<file path="config.mk">
export PLATFORM = sky130hd
export DESIGN_NAME = sqsm_regs
export DESIGN_NICKNAME = d
export VERILOG_FILES = /design/src/verilog/sqsm_pkg.sv /design/src/verilog/sqsm_regs.sv
export VERILOG_INCLUDE_DIRS = /design/src /design/src/verilog
export SDC_FILE = /design/constraint.sdc
export NUM_CORES = 1
export LEC_CHECK = 0
export ABC_AREA = 1
export ABC_CLOCK_PERIOD_IN_PS = 2750
export BUFFER_PORTS_ARGS = -buffer_cell sky130_fd_sc_hd__buf_2
export CAP_MARGIN = 10
export CORE_AREA = 4 4 84 86
export CTS_BUF_LIST = sky130_fd_sc_hd__clkbuf_16
export DETAILED_ROUTE_END_ITERATION = 12
export DIE_AREA = 0 0 88 90
export GPL_TIMING_DRIVEN = 0
export PLACE_DENSITY_LB_ADDON = 0.05
export SETUP_SLACK_MARGIN = 0.4
export SLEW_MARGIN = 25
export SYNTH_ARGS = -nofsm -noshare
export SYNTH_HDL_FRONTEND = slang
export SYNTH_SLANG_ARGS = --single-unit
</file>
<file path="constraint.sdc">
create_clock -name clk_i -period 2.75 [get_ports clk_i]
set_input_delay 0.4125 -clock clk_i [delete_from_list [all_inputs] [get_ports clk_i]]
set_output_delay 0.4125 -clock clk_i [all_outputs]
set_load 0.01 [all_outputs]
</file>
<file path="src/verilog/sqsm_defines.svh">
// register offsets, field positions, reset values and protocol codes
// for the qos, snooping and mirror control bank.
// assumes a word-addressed avalon-mm slave with one register per word.
// ----------------------------------------------------------------------
// ----------------------------------------------------------------------
`ifndef SQSM_DEFINES_SVH
`define SQSM_DEFINES_SVH

// register indices; byte address is four times the index
`define SQSM_IDX_MAP_3C    12'h35E
`define SQSM_IDX_MAP_3E    12'h35F
`define SQSM_IDX_GLOBAL    12'h370
`define SQSM_IDX_WRED      12'h378
`define SQSM_IDX_EVT_PRIO  12'h37C
`define SQSM_IDX_GEN_PRIO  12'h37D

// writable bit masks, reserved bits stay zero
`define SQSM_MASK_MAP      8'h77
`define SQSM_MASK_GLOBAL   8'h4D
`define SQSM_MASK_WRED     8'h3F
`define SQSM_MASK_PRIO     8'h8F

// reset values
`define SQSM_RST_MAP       8'h00
`define SQSM_RST_GLOBAL    8'h00
`define SQSM_RST_WRED      8'h39
`define SQSM_RST_PRIO      8'h0F

// field positions
`define SQSM_BIT_IGMP_EN   6
`define SQSM_BIT_CRITERIA  3
`define SQSM_BIT_MLD_EN    2
`define SQSM_BIT_MATCH_AND 0
`define SQSM_BIT_OVERRIDE  7

// field ranges inside the registers and the code point
`define SQSM_FLD_LO        2:0
`define SQSM_FLD_HI        6:4
`define SQSM_FLD_RED       5:4
`define SQSM_FLD_YELLOW    3:2
`define SQSM_FLD_GREEN     1:0
`define SQSM_FLD_PRIO      3:0
`define SQSM_FLD_DSCP_TOP  5:2
`define SQSM_BIT_DSCP_PAIR 1
`define SQSM_BIT_DSCP_ODD  0

// dscp code points served here
`define SQSM_DSCP_3C       6'h3C
`define SQSM_DSCP_3D       6'h3D
`define SQSM_DSCP_3E       6'h3E
`define SQSM_DSCP_3F       6'h3F
`define SQSM_DSCP_TOP      4'hF

// ip protocol and ipv6 next-header codes
`define SQSM_PROTO_IGMP    8'h02
`define SQSM_NH_HOPBYHOP   8'h00
`define SQSM_NH_ICMP       8'h01
`define SQSM_NH_ICMPV6     8'h3A
`define SQSM_NH_ROUTING    8'h2B
`define SQSM_NH_FRAGMENT   8'h2C
`define SQSM_NH_ESP        8'h32
`define SQSM_NH_AUTH       8'h33
`define SQSM_NH_DSTOPT     8'h3C

`endif

</file>
<file path="src/verilog/sqsm_pkg.sv">
// shared types of the qos, snooping and mirror control bank.
// assumes sqsm_defines.svh carries every numeric constant.
package sqsm_pkg;
	// avalon slave answer state
	typedef enum logic {
		SQSM_BUS_IDLE,
		SQSM_BUS_ACK
	} sqsm_bus_e;
	// one byte-wide control register
	typedef logic [7:0] sqsm_byte_t;
endpackage : sqsm_pkg

</file>
<file path="src/verilog/sqsm_regs.sv">
// global qos, snooping and mirror control registers with the
// per-packet classification logic they steer.
// assumes packet fields arrive synchronous to clk_i, one per pulse.
`timescale 1ns/1ps
`include "sqsm_defines.svh"

module sqsm_regs
	import sqsm_pkg::*;
(
	// clock and reset
	input  wire logic        clk_i,
	input  wire logic        arst_n_i,
	// avalon-mm slave, word addressed
	input  wire logic [11:0] address_i,
	input  wire logic        read_i,
	input  wire logic        write_i,
	input  wire logic [3:0]  byteenable_i,
	input  wire logic [31:0] writedata_i,
	output logic      [31:0] readdata_o,
	output logic             waitrequest_o,
	// packet descriptor in
	input  wire logic        pkt_valid_i,
	input  wire logic        pkt_ipv4_i,
	input  wire logic        pkt_ipv6_i,
	input  wire logic [5:0]  pkt_dscp_i,
	input  wire logic [7:0]  pkt_proto_i,
	input  wire logic [7:0]  pkt_hbh_next_i,
	input  wire logic        pkt_src_match_i,
	input  wire logic        pkt_dst_match_i,
	input  wire logic        pkt_ptp_event_i,
	input  wire logic        pkt_ptp_general_i,
	input  wire logic [3:0]  pkt_qos_prio_i,
	// classification result out
	output logic             res_valid_o,
	output logic             res_dscp_hit_o,
	output logic      [2:0]  res_dscp_prio_o,
	output logic             res_to_host_o,
	output logic             res_mirror_o,
	output logic      [3:0]  res_prio_o,
	// wred colour code points
	output logic      [1:0]  wred_red_o,
	output logic      [1:0]  wred_yellow_o,
	output logic      [1:0]  wred_green_o
);

	// ------------------------------------------------------------------
	// register storage
	// ------------------------------------------------------------------
	sqsm_byte_t map_3c_r;   // dscp 3c low, 3d high
	sqsm_byte_t map_3e_r;   // dscp 3e low, 3f high
	sqsm_byte_t global_r;   // snoop enables, criteria, match select
	sqsm_byte_t wred_r;     // red, yellow, green
	sqsm_byte_t evt_prio_r; // event override and priority
	sqsm_byte_t gen_prio_r; // general override and priority

	// ------------------------------------------------------------------
	// avalon-mm slave
	// ------------------------------------------------------------------
	sqsm_bus_e  bus_r;      // idle or answering
	logic       req;        // a request is presented
	logic       do_write;   // write takes effect this edge
	sqsm_byte_t wbyte;      // low lane of write data
	sqsm_byte_t rbyte_nxt;  // read mux result

	assign req      = read_i | write_i;
	assign wbyte    = writedata_i[7:0];
	// one wait cycle per request keeps the read mux off the bus path
	assign waitrequest_o = req & (bus_r != SQSM_BUS_ACK);
	assign do_write = write_i & (bus_r == SQSM_BUS_ACK)
		& byteenable_i[0];

	// answer state: ack exactly one cycle after the request shows
	always_ff @(posedge clk_i or negedge arst_n_i) begin
		if (!arst_n_i) begin
			bus_r <= SQSM_BUS_IDLE;
		end else begin
			case (bus_r)
				SQSM_BUS_IDLE: begin
					if (req) begin
						bus_r <= SQSM_BUS_ACK;
					end
				end
				SQSM_BUS_ACK: begin
					bus_r <= SQSM_BUS_IDLE;
				end
				default: begin
					bus_r <= SQSM_BUS_IDLE;
				end
			endcase
		end
	end

	// read mux; unmapped indices read zero
	always_comb begin
		case (address_i)
			`SQSM_IDX_MAP_3C:   rbyte_nxt = map_3c_r;
			`SQSM_IDX_MAP_3E:   rbyte_nxt = map_3e_r;
			`SQSM_IDX_GLOBAL:   rbyte_nxt = global_r;
			`SQSM_IDX_WRED:     rbyte_nxt = wred_r;
			`SQSM_IDX_EVT_PRIO: rbyte_nxt = evt_prio_r;
			`SQSM_IDX_GEN_PRIO: rbyte_nxt = gen_prio_r;
			default:            rbyte_nxt = 8'h00;
		endcase
	end

	// read data captured in the wait cycle, stands through the ack
	always_ff @(posedge clk_i or negedge arst_n_i) begin
		if (!arst_n_i) begin
			readdata_o <= 32'h0000_0000;
		end else if (read_i && bus_r == SQSM_BUS_IDLE) begin
			readdata_o <= {24'h00_0000, rbyte_nxt};
		end
	end

	// ------------------------------------------------------------------
	// register writes
	// ------------------------------------------------------------------
	// writes are masked so reserved bits can never be set
	always_ff @(posedge clk_i or negedge arst_n_i) begin
		if (!arst_n_i) begin
			map_3c_r <= `SQSM_RST_MAP;
			map_3e_r <= `SQSM_RST_MAP;
		end else if (do_write) begin
			if (address_i == `SQSM_IDX_MAP_3C) begin
				map_3c_r <= wbyte & `SQSM_MASK_MAP;
			end
			if (address_i == `SQSM_IDX_MAP_3E) begin
				map_3e_r <= wbyte & `SQSM_MASK_MAP;
			end
		end
	end

	// global snooping and mirror control
	always_ff @(posedge clk_i or negedge arst_n_i) begin
		if (!arst_n_i) begin
			global_r <= `SQSM_RST_GLOBAL;
		end else if (do_write && address_i == `SQSM_IDX_GLOBAL) begin
			global_r <= wbyte & `SQSM_MASK_GLOBAL;
		end
	end

	// wred colour values
	always_ff @(posedge clk_i or negedge arst_n_i) begin
		if (!arst_n_i) begin
			wred_r <= `SQSM_RST_WRED;
		end else if (do_write && address_i == `SQSM_IDX_WRED) begin
			wred_r <= wbyte & `SQSM_MASK_WRED;
		end
	end

	// timing message priority overrides
	always_ff @(posedge clk_i or negedge arst_n_i) begin
		if (!arst_n_i) begin
			evt_prio_r <= `SQSM_RST_PRIO;
			gen_prio_r <= `SQSM_RST_PRIO;
		end else if (do_write) begin
			if (address_i == `SQSM_IDX_EVT_PRIO) begin
				evt_prio_r <= wbyte & `SQSM_MASK_PRIO;
			end
			if (address_i == `SQSM_IDX_GEN_PRIO) begin
				gen_prio_r <= wbyte & `SQSM_MASK_PRIO;
			end
		end
	end

	assign wred_red_o    = wred_r[`SQSM_FLD_RED];
	assign wred_yellow_o = wred_r[`SQSM_FLD_YELLOW];
	assign wred_green_o  = wred_r[`SQSM_FLD_GREEN];

	// ------------------------------------------------------------------
	// classification
	// ------------------------------------------------------------------
	logic       is_ip;      // ipv4 or ipv6 frame
	logic       dscp_hit;   // code point served by this bank
	sqsm_byte_t map_sel;    // register holding the pair
	logic [2:0] dscp_prio;  // looked-up priority
	logic       nh_v6set;   // criteria-set header match
	logic       hbh_v6set;  // same, behind hop-by-hop
	logic       nh_v6clr;   // criteria-clear header match
	logic       hbh_v6clr;  // same, behind hop-by-hop
	logic       is_hbh;     // next header is hop-by-hop
	logic       mld_pkt;    // snoopable ipv6 packet
	logic       igmp_pkt;   // ipv4 group management packet
	logic       to_host;    // redirect to host port
	logic       mirror;     // mirror this frame
	logic [3:0] prio;       // final queuing priority

	assign is_ip    = pkt_ipv4_i | pkt_ipv6_i;
	assign dscp_hit = is_ip
		& (pkt_dscp_i[`SQSM_FLD_DSCP_TOP] == `SQSM_DSCP_TOP);
	// pairs share one register: bit 1 picks the register
	assign map_sel  = pkt_dscp_i[`SQSM_BIT_DSCP_PAIR]
		? map_3e_r : map_3c_r;
	// even code point low field, odd code point high field
	assign dscp_prio = pkt_dscp_i[`SQSM_BIT_DSCP_ODD]
		? map_sel[`SQSM_FLD_HI]
		: map_sel[`SQSM_FLD_LO];

	// extension headers count when criteria bit is set
	function automatic logic nh_ext(input logic [7:0] nh);
		nh_ext = (nh == `SQSM_NH_ROUTING) | (nh == `SQSM_NH_FRAGMENT)
			| (nh == `SQSM_NH_ESP) | (nh == `SQSM_NH_AUTH)
			| (nh == `SQSM_NH_DSTOPT);
	endfunction

	// icmp headers count when criteria bit is clear
	function automatic logic nh_icmp(input logic [7:0] nh);
		nh_icmp = (nh == `SQSM_NH_ICMP) | (nh == `SQSM_NH_ICMPV6);
	endfunction

	assign is_hbh    = pkt_proto_i == `SQSM_NH_HOPBYHOP;
	assign nh_v6set  = nh_ext(pkt_proto_i);
	assign hbh_v6set = is_hbh & nh_ext(pkt_hbh_next_i);
	assign nh_v6clr  = nh_icmp(pkt_proto_i);
	assign hbh_v6clr = is_hbh & nh_icmp(pkt_hbh_next_i);
	assign mld_pkt   = pkt_ipv6_i & (global_r[`SQSM_BIT_CRITERIA]
		? (nh_v6set | hbh_v6set)
		: (nh_v6clr | hbh_v6clr));
	assign igmp_pkt  = pkt_ipv4_i & (pkt_proto_i == `SQSM_PROTO_IGMP);
	assign to_host   = (igmp_pkt & global_r[`SQSM_BIT_IGMP_EN])
		| (mld_pkt & global_r[`SQSM_BIT_MLD_EN]);

	// the per-port matches are the only source of mirroring; the global
	// bit only chooses how they combine
	assign mirror = global_r[`SQSM_BIT_MATCH_AND]
		? (pkt_src_match_i & pkt_dst_match_i)
		: (pkt_src_match_i | pkt_dst_match_i);

	// timing messages may bypass normal qos
	always_comb begin
		prio = pkt_qos_prio_i;
		if (pkt_ptp_event_i && evt_prio_r[`SQSM_BIT_OVERRIDE]) begin
			prio = evt_prio_r[`SQSM_FLD_PRIO];
		end else if (pkt_ptp_general_i
			&& gen_prio_r[`SQSM_BIT_OVERRIDE]) begin
			prio = gen_prio_r[`SQSM_FLD_PRIO];
		end
	end

	// result stage, one cycle after the descriptor
	always_ff @(posedge clk_i or negedge arst_n_i) begin
		if (!arst_n_i) begin
			res_valid_o <= 1'b0;
		end else begin
			res_valid_o <= pkt_valid_i;
		end
	end

	// result fields hold the last packet until the next one
	always_ff @(posedge clk_i or negedge arst_n_i) begin
		if (!arst_n_i) begin
			res_dscp_hit_o  <= 1'b0;
			res_dscp_prio_o <= 3'h0;
			res_to_host_o   <= 1'b0;
			res_mirror_o    <= 1'b0;
			res_prio_o      <= 4'h0;
		end else if (pkt_valid_i) begin
			res_dscp_hit_o  <= dscp_hit;
			res_dscp_prio_o <= dscp_hit ? dscp_prio : 3'h0;
			res_to_host_o   <= to_host;
			res_mirror_o    <= mirror;
			res_prio_o      <= prio;
		end
	end
endmodule : sqsm_regs

</file>
==> results of run 1 <==
critical path: stages, from the launching register on:
cell,delay [ps]
dfrtp_1,360
nand3_1,230
inv_1,270
nand3_1,150
buf_2,210
nand2_1,60
o21ai_0,70
cells in the mapped netlist:
cell type | instances | area, um^2
nand2_1 | 131 | 492
nor2_1 | 54 | 203
inv_1 | 49 | 184
dfrtp_1 | 40 | 1000
o21ai_0 | 40 | 200
buf_4 | 24 | 180
nand3_1 | 14 | 70.1
dfstp_2 | 12 | 315
a21oi_1 | 7 | 35.0
nand2_2 | 6 | 37.5
nor2_4 | 6 | 67.6
o21ai_1 | 6 | 30.0
o21ai_2 | 6 | 52.6
nand4_1 | 5 | 31.3
nor3_4 | 4 | 65.1
o211ai_1 | 3 | 22.5
a211oi_1 | 2 | 15.0
buf_2 | 2 | 10.0
buf_6 | 2 | 22.5
clkbuf_1 | 2 | 7.51
nor2_2 | 2 | 12.5
nor3_1 | 2 | 10.0
o22ai_1 | 2 | 12.5
a21oi_2 | 1 | 8.76
and2_4 | 1 | 8.76
and3_1 | 1 | 6.26
conb_1 | 1 | 3.75
inv_2 | 1 | 3.75
nand2_4 | 1 | 11.3
nand3_2 | 1 | 10.0
nand4_2 | 1 | 12.5
nor3_2 | 1 | 10.0
o2111ai_1 | 1 | 8.76
o31ai_1 | 1 | 7.51
layer usage:
| metal | vias to the layer above | wire length, um | GRT usage [%] |
|---|---|---|---|
| li1 | 1542 | - | - |
| met1 | 1333 | 3500 | 26.9 |
| met2 | 96 | 3480 | 31.8 |
| met3 | 10 | 539 | 3.11 |
| met4 | 0 | 119 | 6.14 |
| met5 | - | 0 | 0 |
metrics by stage:
stage               cell area [um^2]  util (%)  cells  total power, mW
floorplan                       3250         -    455            0.933
finish                          3900      62.2    622             1.63
global placement                3760      59.9    614             1.04
CTS                             3900      62.2    622             1.65
global route                    3900      62.2    622             1.71
detailed placement              3760      60.0    614             1.04
cell families after synthesis:
kind of cell	share of synthesized area (%)
flip-flops	41.5
AO/OA/AOI/OAI	12.4
AND/OR/NAND/NOR	33.1
buffers and inverters	12.9
other	0.118
how the worst max path moves through the flow:
stage / to / slack (ps) / from / depth (start not counted)
floorplan: map_3e_r[2] / 1370 / address_i[11] / 8
global placement: map_3e_r[2] / 1100 / address_i[11] / 9
detailed placement: map_3e_r[4] / 1090 / address_i[11] / 9
CTS: map_3c_r[5] / 1260 / bus_r / 6
global route: map_3c_r[2] / 1130 / bus_r / 6
finish: map_3c_r[2] / 1260 / bus_r / 6
registers in the layout, indices dropped and copies added, names as in the netlist:
register / flops
bus_r: 1
gen_prio_r: 5
res_to_host_o: 1
evt_prio_r: 5
res_dscp_prio_o: 3
global_r: 4
wred_r: 6
map_3e_r: 6
res_dscp_hit_o: 1
res_valid_o: 1
readdata_o: 8
map_3c_r: 6
res_prio_o: 4
res_mirror_o: 1
layout make-up:
cell class | count | area (um^2) | area share, %
Timing Repair Buffer | 82 | 413 | 10.6
Tap cell | 77 | 96.3 | 2.47
Clock inverter | 3 | 13.8 | 0.353
Sequential cell | 52 | 1320 | 33.7
Clock buffer | 5 | 125 | 3.21
Inverter | 50 | 188 | 4.81
Buffer | 30 | 220 | 5.64
Multi-Input combinational cell | 323 | 1530 | 39.2
power by group:
group | total [mW] | switching (mW) | internal, mW | leakage [nW]
Clock | 0.605 | 0.273 | 0.331 | 0.0710
Combinational | 0.237 | 0.145 | 0.0925 | 1.40
Sequential | 0.791 | 0.00842 | 0.783 | 0.656
==> results.cfg, run 1 <==
[outcome]
status = completed

[yosys]
ys_seq_area_share_pct = 41.5
synth_seq_cells = 52
yosysUniqueCellTypes = 34
synth.avg_cell_area_um2 = 7.33
ys_warn_count = 0
synthCells = 432
synthesis.area_um2 = 3170

[critical_path]
worstPathMaxFanout = 10
crit_type = reg -> reg
cp-start-kind = register
critPathArrivalTime_ps = 1650
required_ps = 2910
rrSetupSlack_ps = 1260
cp-end-kind = register
timing.rr.end = map_3c_r[2]
reg2reg_from = bus_r
reg2reg_depth = 6

[floorplan]
die_w_um = 88
num_io_pins = 135
start_util_pct = 50.5
die_h_um = 90
num_rows = 29
core_area_um2 = 6280
dieArea_um2 = 7920

[sta]
setup_tns_ps = 0
fmax_mhz = 673
whs_ps = 142
tightestPinTransition_ps = 657
finalCritPeriodShare_pct = 54.0
setup_viol = 0
finalHoldViolCount = 0
rsz0062_at_grt = false
maxSlewHeadroom_pct = 56.2
drv_slew = 0
fin_worst_skew_ps = 2.83
fin_ws_ps = 1260
min_period_ps = 1490

[global_routing]
grt-ovfl-total = 0
antenna_found_initial = 0
grt_pass1_wl_um = 12500
grt_pass1_vias = 2757
grt_max_degree = 53
track_usage_pct = 19.7

[route]
dr.pass1.iters = 4
drt_iter0_markers = 146
ant_nets = 0
vias = 2981
viasPerCell = 4.79
drcViolationCount = 0
wirelength_um = 7640
detail_route.wl_per_cell_um = 12.3

[cts]
cts_made_buffers = 5
insertion_delay_ps = 290
cts_hold_buf = 0
cts_sinks = 52
cts.htree.levels = 2
post-cts-setup-buffers = 0
path_clk_slew_ps = 70
cts-root-buf = clkbuf_16
cts.repair.resized = 0
clock_path_buffers = 2
tritoncts = yes

[placed_design]
gp_congestion = 0.839
portBuffers = 82
dp_slack_ps = 1090
place_hpwl_um = 6060

[cells_and_area]
area_growth_pct = 23.2
final_common_cell = nand2_1
antennaDiodeCount = 0
final_layout_size_suffix_gt1_share_pct = 29.4
nFillCells = 601
final_cell_mix = nand2_1, buf_2, nor2_1
layout.nets = 629

[worst_hold_path]
min_path_type = in -> async

[run]
maxCapViolCount = 0

[power_and_ir_drop]
ir_drop_mv = 0.272
leakagePower_nw = 2.13
powerDensity_nw_per_um2 = 419
(Power assumes the default switching activity.)
==> run 2: changes to the inputs <==
--- a/config.mk
+++ b/config.mk
@@ -6,14 +6,14 @@
 export SDC_FILE = /design/constraint.sdc
 export NUM_CORES = 1
 export LEC_CHECK = 0
-export ABC_AREA = 1
-export ABC_CLOCK_PERIOD_IN_PS = 2750
+export ABC_AREA = 0
+export ABC_CLOCK_PERIOD_IN_PS = 1350
 export BUFFER_PORTS_ARGS = -buffer_cell sky130_fd_sc_hd__buf_2
 export CAP_MARGIN = 10
-export CORE_AREA = 4 4 84 86
+export CORE_AREA = 4 4 89 91
 export CTS_BUF_LIST = sky130_fd_sc_hd__clkbuf_16
 export DETAILED_ROUTE_END_ITERATION = 12
-export DIE_AREA = 0 0 88 90
+export DIE_AREA = 0 0 93 95
 export GPL_TIMING_DRIVEN = 0
 export PLACE_DENSITY_LB_ADDON = 0.05
 export SETUP_SLACK_MARGIN = 0.4
==> constraint.sdc (replaced) <==
create_clock -name clk_i -period 1.35 [get_ports clk_i]
set_input_delay 0.2025 -clock clk_i [delete_from_list [all_inputs] [get_ports clk_i]]
set_output_delay 0.2025 -clock clk_i [all_outputs]
set_load 0.01 [all_outputs]
==> run 2 against run 1 <==
Effect of this change: the run now ends with negative hold slack, negative setup slack left; critical path type is now in -> reg; largest power group unchanged; register-to-register slack got worse by 1300 ps; power rose by 120%; cell area rose by 17%; count of clock-buffer cells in the layout did not move; setup slack got worse by 1400 ps; cell count fell by 15%; die area rose by 12%; worst hold slack got worse by 200 ps; area after synthesis fell by 5.9%.
==> results.cfg, run 2 <==
[outcome]
status = finished with violations
violations = negative hold slack, negative setup slack

[cells_and_area]
nFillCells = 626
antennaDiodeCount = 0
largest-register = readdata_o
largest_reg_flops = 8
finalInstanceArea_um2 = 4580
final_cell_mix = buf_2, buf_4, dfrtp_1
layout.nets = 515
area_growth_pct = 53.5
final_common_cell = buf_2
final_layout_size_suffix_gt1_share_pct = 62.2

[route]
drcViolationCount = 0
ant_nets = 0
detail_route.wl_per_cell_um = 15.6
vias = 2616
viasPerCell = 4.94
drt_iter0_markers = 95
dr.pass1.iters = 4
wirelength_um = 8280

[yosys]
synthFlopType = dfrtp_1
synth_seq_cells = 52
synth-edff-count = 0
yosys.area.top_type_share_pct = 33.6
synthTopCellsByArea = dfrtp_1, mux2_2, dfstp_2
synthCells = 273
synthesis.area_um2 = 2980
ys_async_sr_fraction_pct = 100
synth_top_cell_by_area = dfrtp_1
synth.avg_cell_area_um2 = 10.9
yosysUniqueCellTypes = 48
ys_warn_count = 0
synth_common_cells = dfrtp_1, mux2_2, buf_4, nand2_1, nor2_1
ys_seq_area_share_pct = 44.1

[power_and_ir_drop]
p_total_mw = 3.55
ir_drop_mv = 0.530
p_clk_share_pct = 40.5
powerDensity_nw_per_um2 = 776
p_comb_share_pct = 14.6
leakagePower_nw = 2.31
p_seq_share_pct = 44.8
internal-power_mw = 2.71
p_sw_mw = 0.848
swShare_pct = 23.9

[sta]
tightestPinTransition_ps = 664
whs_ps = -56.0
fin_worst_skew_ps = 5.30
maxSlewHeadroom_pct = 55.7
fmax_mhz = 687
setup_viol = 31
finalHoldViolCount = 40
finalCritPeriodShare_pct = 108
rsz0062_at_grt = true
drv_slew = 0
min_period_ps = 1460
fin_ws_ps = -106

[cts]
cts.htree.levels = 2
cts_sinks = 52
insertion_delay_ps = 290
cts-root-buf = clkbuf_16
path_clk_slew_ps = 70
clock_path_buffers = 2
tritoncts = yes
cts_made_buffers = 5

[global_routing]
grt_max_degree = 53
track_usage_pct = 18.1
grt_pass1_vias = 2477
grt-ovfl-total = 0
grt_pass1_wl_um = 12500
antenna_found_initial = 0

[floorplan]
num_rows = 31
dieArea_um2 = 8840
die_h_um = 95
num_io_pins = 135
start_util_pct = 41.8
die_w_um = 93
core_area_um2 = 7140

[worst_hold_path]
min_path_type = in -> async

[placed_design]
dpl_cell_area_um2 = 3680
portBuffers = 82
gp_congestion = 0.879
place_hpwl_um = 5770

[critical_path]
crit_type = in -> reg
cp-start-kind = input pin
cp-end-kind = register
critPathArrivalTime_ps = 1630
required_ps = 1530
worstPathMaxFanout = 3

[run]
maxCapViolCount = 0
[run 2: cell count changes after synthesis, sizes merged, moves of 4 or more]
cell   previous run  this run
o21ai            52        11
nand3            15        10
mux2              0        40
a31oi             0         5
inv              50        12
nand2           138        18
nor2             62        17
mux2i             0        10
a22o              0         4
[run 2: what timing repair did]
action | CTS | global route
setup buffers | 32 | 13
setup endpoints to repair | 75 | 74
gates cloned | 0 | 0
pin swaps | 27 | 13
resized for setup | 59 | 28
endpoints found under the hold margin | 40 | 11
[run 2: metrics by stage]
stage                     worst slack, ps  hold slack [ps]  util [%]  setup TNS, ps  std cells
after floorplan                      -304            -93.1         -          -6860        296
after global placement               -641              362      51.5         -19470        477
after detailed placement             -644              287      51.5         -19600        477
after CTS                           -47.3            -26.1      61.2           -298        517
after global routing                 -148            0.165      64.1          -2890        530
final                                -106            -56.0      64.1          -1470        530
[run 2: power groups by stage]
| stage | sequential [mW] | clock, mW | combinational (mW) |
|---|---|---|---|
| after global routing | 1.60 | 1.55 | 0.566 |
| after global placement | 1.62 | 0 | 0.418 |
| after detailed placement | 1.62 | 0 | 0.423 |
| final | 1.59 | 1.44 | 0.520 |
| after floorplan | 1.63 | 0 | 0.213 |
| after CTS | 1.59 | 1.49 | 0.499 |
[run 2: worst max-delay path: stages]
cell,delay [ps]
buf_6,100
or3b_4,390
or2_4,290
nor4_4,170
buf_4,180
mux2_4,290
[run 2: layout make-up]
type / instances / area, um^2 / area share [%]
plain buffers: 30 / 225 / 4.92
flip-flops and latches: 52 / 1320 / 28.8
multi-input cells: 202 / 1810 / 39.6
well taps: 99 / 124 / 2.71
repair buffers: 127 / 888 / 19.4
clock buffers: 5 / 125 / 2.73
clock inverters: 3 / 42.5 / 0.929
inverters: 12 / 45.0 / 0.984
[run 2: metal layers]
layer  up-vias  GRT usage, %  part of all wire (%)
met5         -             0                     0
met4         0          5.62                   1.9
met3        17          4.30                   8.6
met2       114          27.8                    46
met1      1220          25.4                    43
li1       1265             -                     -
[run 2: cells by family (layout without fill, tap and decap cells)]
group	count (synthesis)	count (layout)	synth area share, %
compound gates	44	44	9.61
buf+inv	42	177	8.43
flops	52	52	44.1
mux	53	53	20.7
other cells	1	24	0.126
simple gates	81	81	17.0
[run 2: final timing paths]
kind / start / to / slack, ps / depth (start not counted)
hold reg to reg: res_prio_o[0] / res_prio_o[0] / 510 / 1
setup reg to reg: bus_r / evt_prio_r[7] / -50 / 4
hold / removal: arst_n_i / readdata_o[4] / -60 / 1
setup / recovery: address_i[0] / evt_prio_r[7] / -110 / 6
min in group clk_i: pkt_valid_i / res_valid_o / 80 / 1
max in group asynchronous: arst_n_i / map_3c_r[2] / 960 / 1
==> run 3: changes to the inputs <==
--- a/config.mk
+++ b/config.mk
@@ -7,13 +7,13 @@
 export NUM_CORES = 1
 export LEC_CHECK = 0
 export ABC_AREA = 0
-export ABC_CLOCK_PERIOD_IN_PS = 1350
+export ABC_CLOCK_PERIOD_IN_PS = 1700
 export BUFFER_PORTS_ARGS = -buffer_cell sky130_fd_sc_hd__buf_2
 export CAP_MARGIN = 10
-export CORE_AREA = 4 4 89 91
+export CORE_AREA = 4 4 82 84
 export CTS_BUF_LIST = sky130_fd_sc_hd__clkbuf_16
 export DETAILED_ROUTE_END_ITERATION = 12
-export DIE_AREA = 0 0 93 95
+export DIE_AREA = 0 0 86 88
 export GPL_TIMING_DRIVEN = 0
 export PLACE_DENSITY_LB_ADDON = 0.05
 export SETUP_SLACK_MARGIN = 0.4
==> constraint.sdc (replaced) <==
create_clock -name clk_i -period 1.7 [get_ports clk_i]
set_input_delay 0.255 -clock clk_i [delete_from_list [all_inputs] [get_ports clk_i]]
set_output_delay 0.255 -clock clk_i [all_outputs]
set_load 0.01 [all_outputs]
==> run 3 against run 2 <==
Effect of this change: the run ends with negative hold slack left; largest power group unchanged; worst hold slack improved by 49 ps; cell count decreased by 9.4%; critical path type unchanged; wire length decreased by 5.5%; non-clock buffer count decreased by 26.
==> results.cfg, run 3 (synthesized netlist as in run 2, its figures left out) <==
[cts]
cts.htree.levels = 2
insertion_delay_ps = 290
clock_path_buffers = 2
tritoncts = yes
cts_hold_buf = 0
path_clk_slew_ps = 70
cts_sinks = 52
cts-root-buf = clkbuf_16
cts_made_buffers = 5

[route]
drt_iter0_markers = 109
drcViolationCount = 0
ant_nets = 0
wirelength_um = 7820
viasPerCell = 5.25
detail_route.wl_per_cell_um = 16.3
vias = 2522
dr.pass1.iters = 4

[sta]
finalHoldViolCount = 16
min_period_ps = 1540
tightestPinTransition_ps = 644
setup_viol = 0
maxSlewHeadroom_pct = 57.1
rsz0062_at_grt = true
fin_ws_ps = 164
finalCritPeriodShare_pct = 90.4
fmax_mhz = 651
whs_ps = -7.19
fin_worst_skew_ps = 5.39
drv_slew = 0
setup_tns_ps = 0

[global_routing]
antenna_found_initial = 0
track_usage_pct = 20.4
grt_max_degree = 53
grt-ovfl-total = 0
grt_pass1_wl_um = 12100
grt_pass1_vias = 2490

[placed_design]
dp_slack_ps = -332
dp_cells = 453
portBuffers = 82
place_hpwl_um = 5740
gp_congestion = 0.927

[critical_path]
reg2reg_depth = 4
critPathMaxStageDelay_ps = 330
critPathTopFamily = simple AND/OR/NAND/NOR gates
worstPathMaxFanout = 5
critPathArrivalTime_ps = 1710
path_buf_inv = 2
slowest_stage = nor3_4
required_ps = 1870
rrSetupSlack_ps = 230
cp-start-kind = input pin
reg2reg_from = bus_r
timing.rr.end = evt_prio_r[7]
crit_type = in -> reg
path_cells = buf_6 > nand4bb_4 > nor3_4 > nand3_2 > nor2_4 > buf_12 > mux2_4
cp-end-kind = register

[outcome]
violations = negative hold slack
status = finished with violations

[floorplan]
dieArea_um2 = 7570
start_util_pct = 50.4
core_area_um2 = 5920
die_h_um = 88
num_io_pins = 135
num_rows = 28
die_w_um = 86

[power_and_ir_drop]
leakagePower_nw = 2.09
ir_drop_mv = 0.521
powerDensity_nw_per_um2 = 629

[cells_and_area]
antennaDiodeCount = 0
largest_reg_flops = 8
layout.nets = 489
finalNonFillerCells = 480
final_layout_size_suffix_gt1_share_pct = 54.3
nFillCells = 479
final_util_pct = 70.2
final_common_cell = buf_2
largest-register = readdata_o
final_cell_mix = buf_2, buf_4, dfrtp_1
area_growth_pct = 39.4

[run]
maxCapViolCount = 0

[worst_hold_path]
min_path_type = in -> async
[run 3: cell types whose count changed in the layout (fill, tap and decap cells not counted), moves of 3 or more]
cell     previous run  this run
buf_4              63        40
buf_6              21         9
buf_2              67        74
o21ai_0             3         7
inv_1               9        12
inv_2               4         1
o21ai_1             6         3
[run 3: worst register-to-register path, stage by stage, from the launching register on]
cell and delay [ps]:
dfrtp_1 410, nand3_4 190, nor4_4 290, buf_4 180, mux2_4 290
[run 3: worst max path at each step]
stage	startpoint	to	slack, ps	cells past startpoint
after global routing	address_i[11]	map_3e_r[2]	130	7
after global placement	address_i[11]	map_3e_r[0]	-330	6
after floorplan	address_i[1]	evt_prio_r[7]	-6	4
after detailed placement	address_i[11]	map_3e_r[0]	-330	6
final	address_i[11]	map_3e_r[1]	160	7
after CTS	address_i[0]	evt_prio_r[7]	240	6
[run 3: through the flow]
stage	hold WS, ps	instance area (um^2)	total power, mW
final	-7.19	4160	2.62
after global routing	41.7	4160	2.73
after CTS	19.4	4060	2.63
after detailed placement	326	3640	1.62
after global placement	413	3640	1.62
after floorplan	-40.6	3140	1.46
[run 3: report_power, final]
group / internal, mW / leakage [nW] / switching (mW)
logic: 0.171 / 1.36 / 0.200
registers: 1.26 / 0.666 / 0.00988
clock network: 0.543 / 0.0712 / 0.437
total: 1.97 / 2.09 / 0.647
[run 3: timing repair]
item | CTS | global route
hold endpoints to repair | 0 | 0
setup endpoints to repair | 40 | 45
buffers inserted | 15 | 4
resized for setup | 34 | 17
cloned | 0 | 0
pin swaps | 15 | 12
[run 3: cell type report]
cell class,instances,area [um^2],share of cell area [%]
Clock inverter,3,20.0,0.481
Tap cell,75,93.8,2.26
Multi-Input combinational cell,202,1710,41.1
Sequential cell,52,1320,31.7
Clock buffer,5,125,3.01
Timing Repair Buffer,101,636,15.3
Buffer,30,214,5.15
Inverter,12,45.0,1.08
[run 3: routing by layer]
metal / GRT usage, % / routed length, um
met1: 27.0 / 3390
met2: 34.1 / 3620
met3: 4.80 / 605
met4: 4.75 / 203
met5: 0 / 0
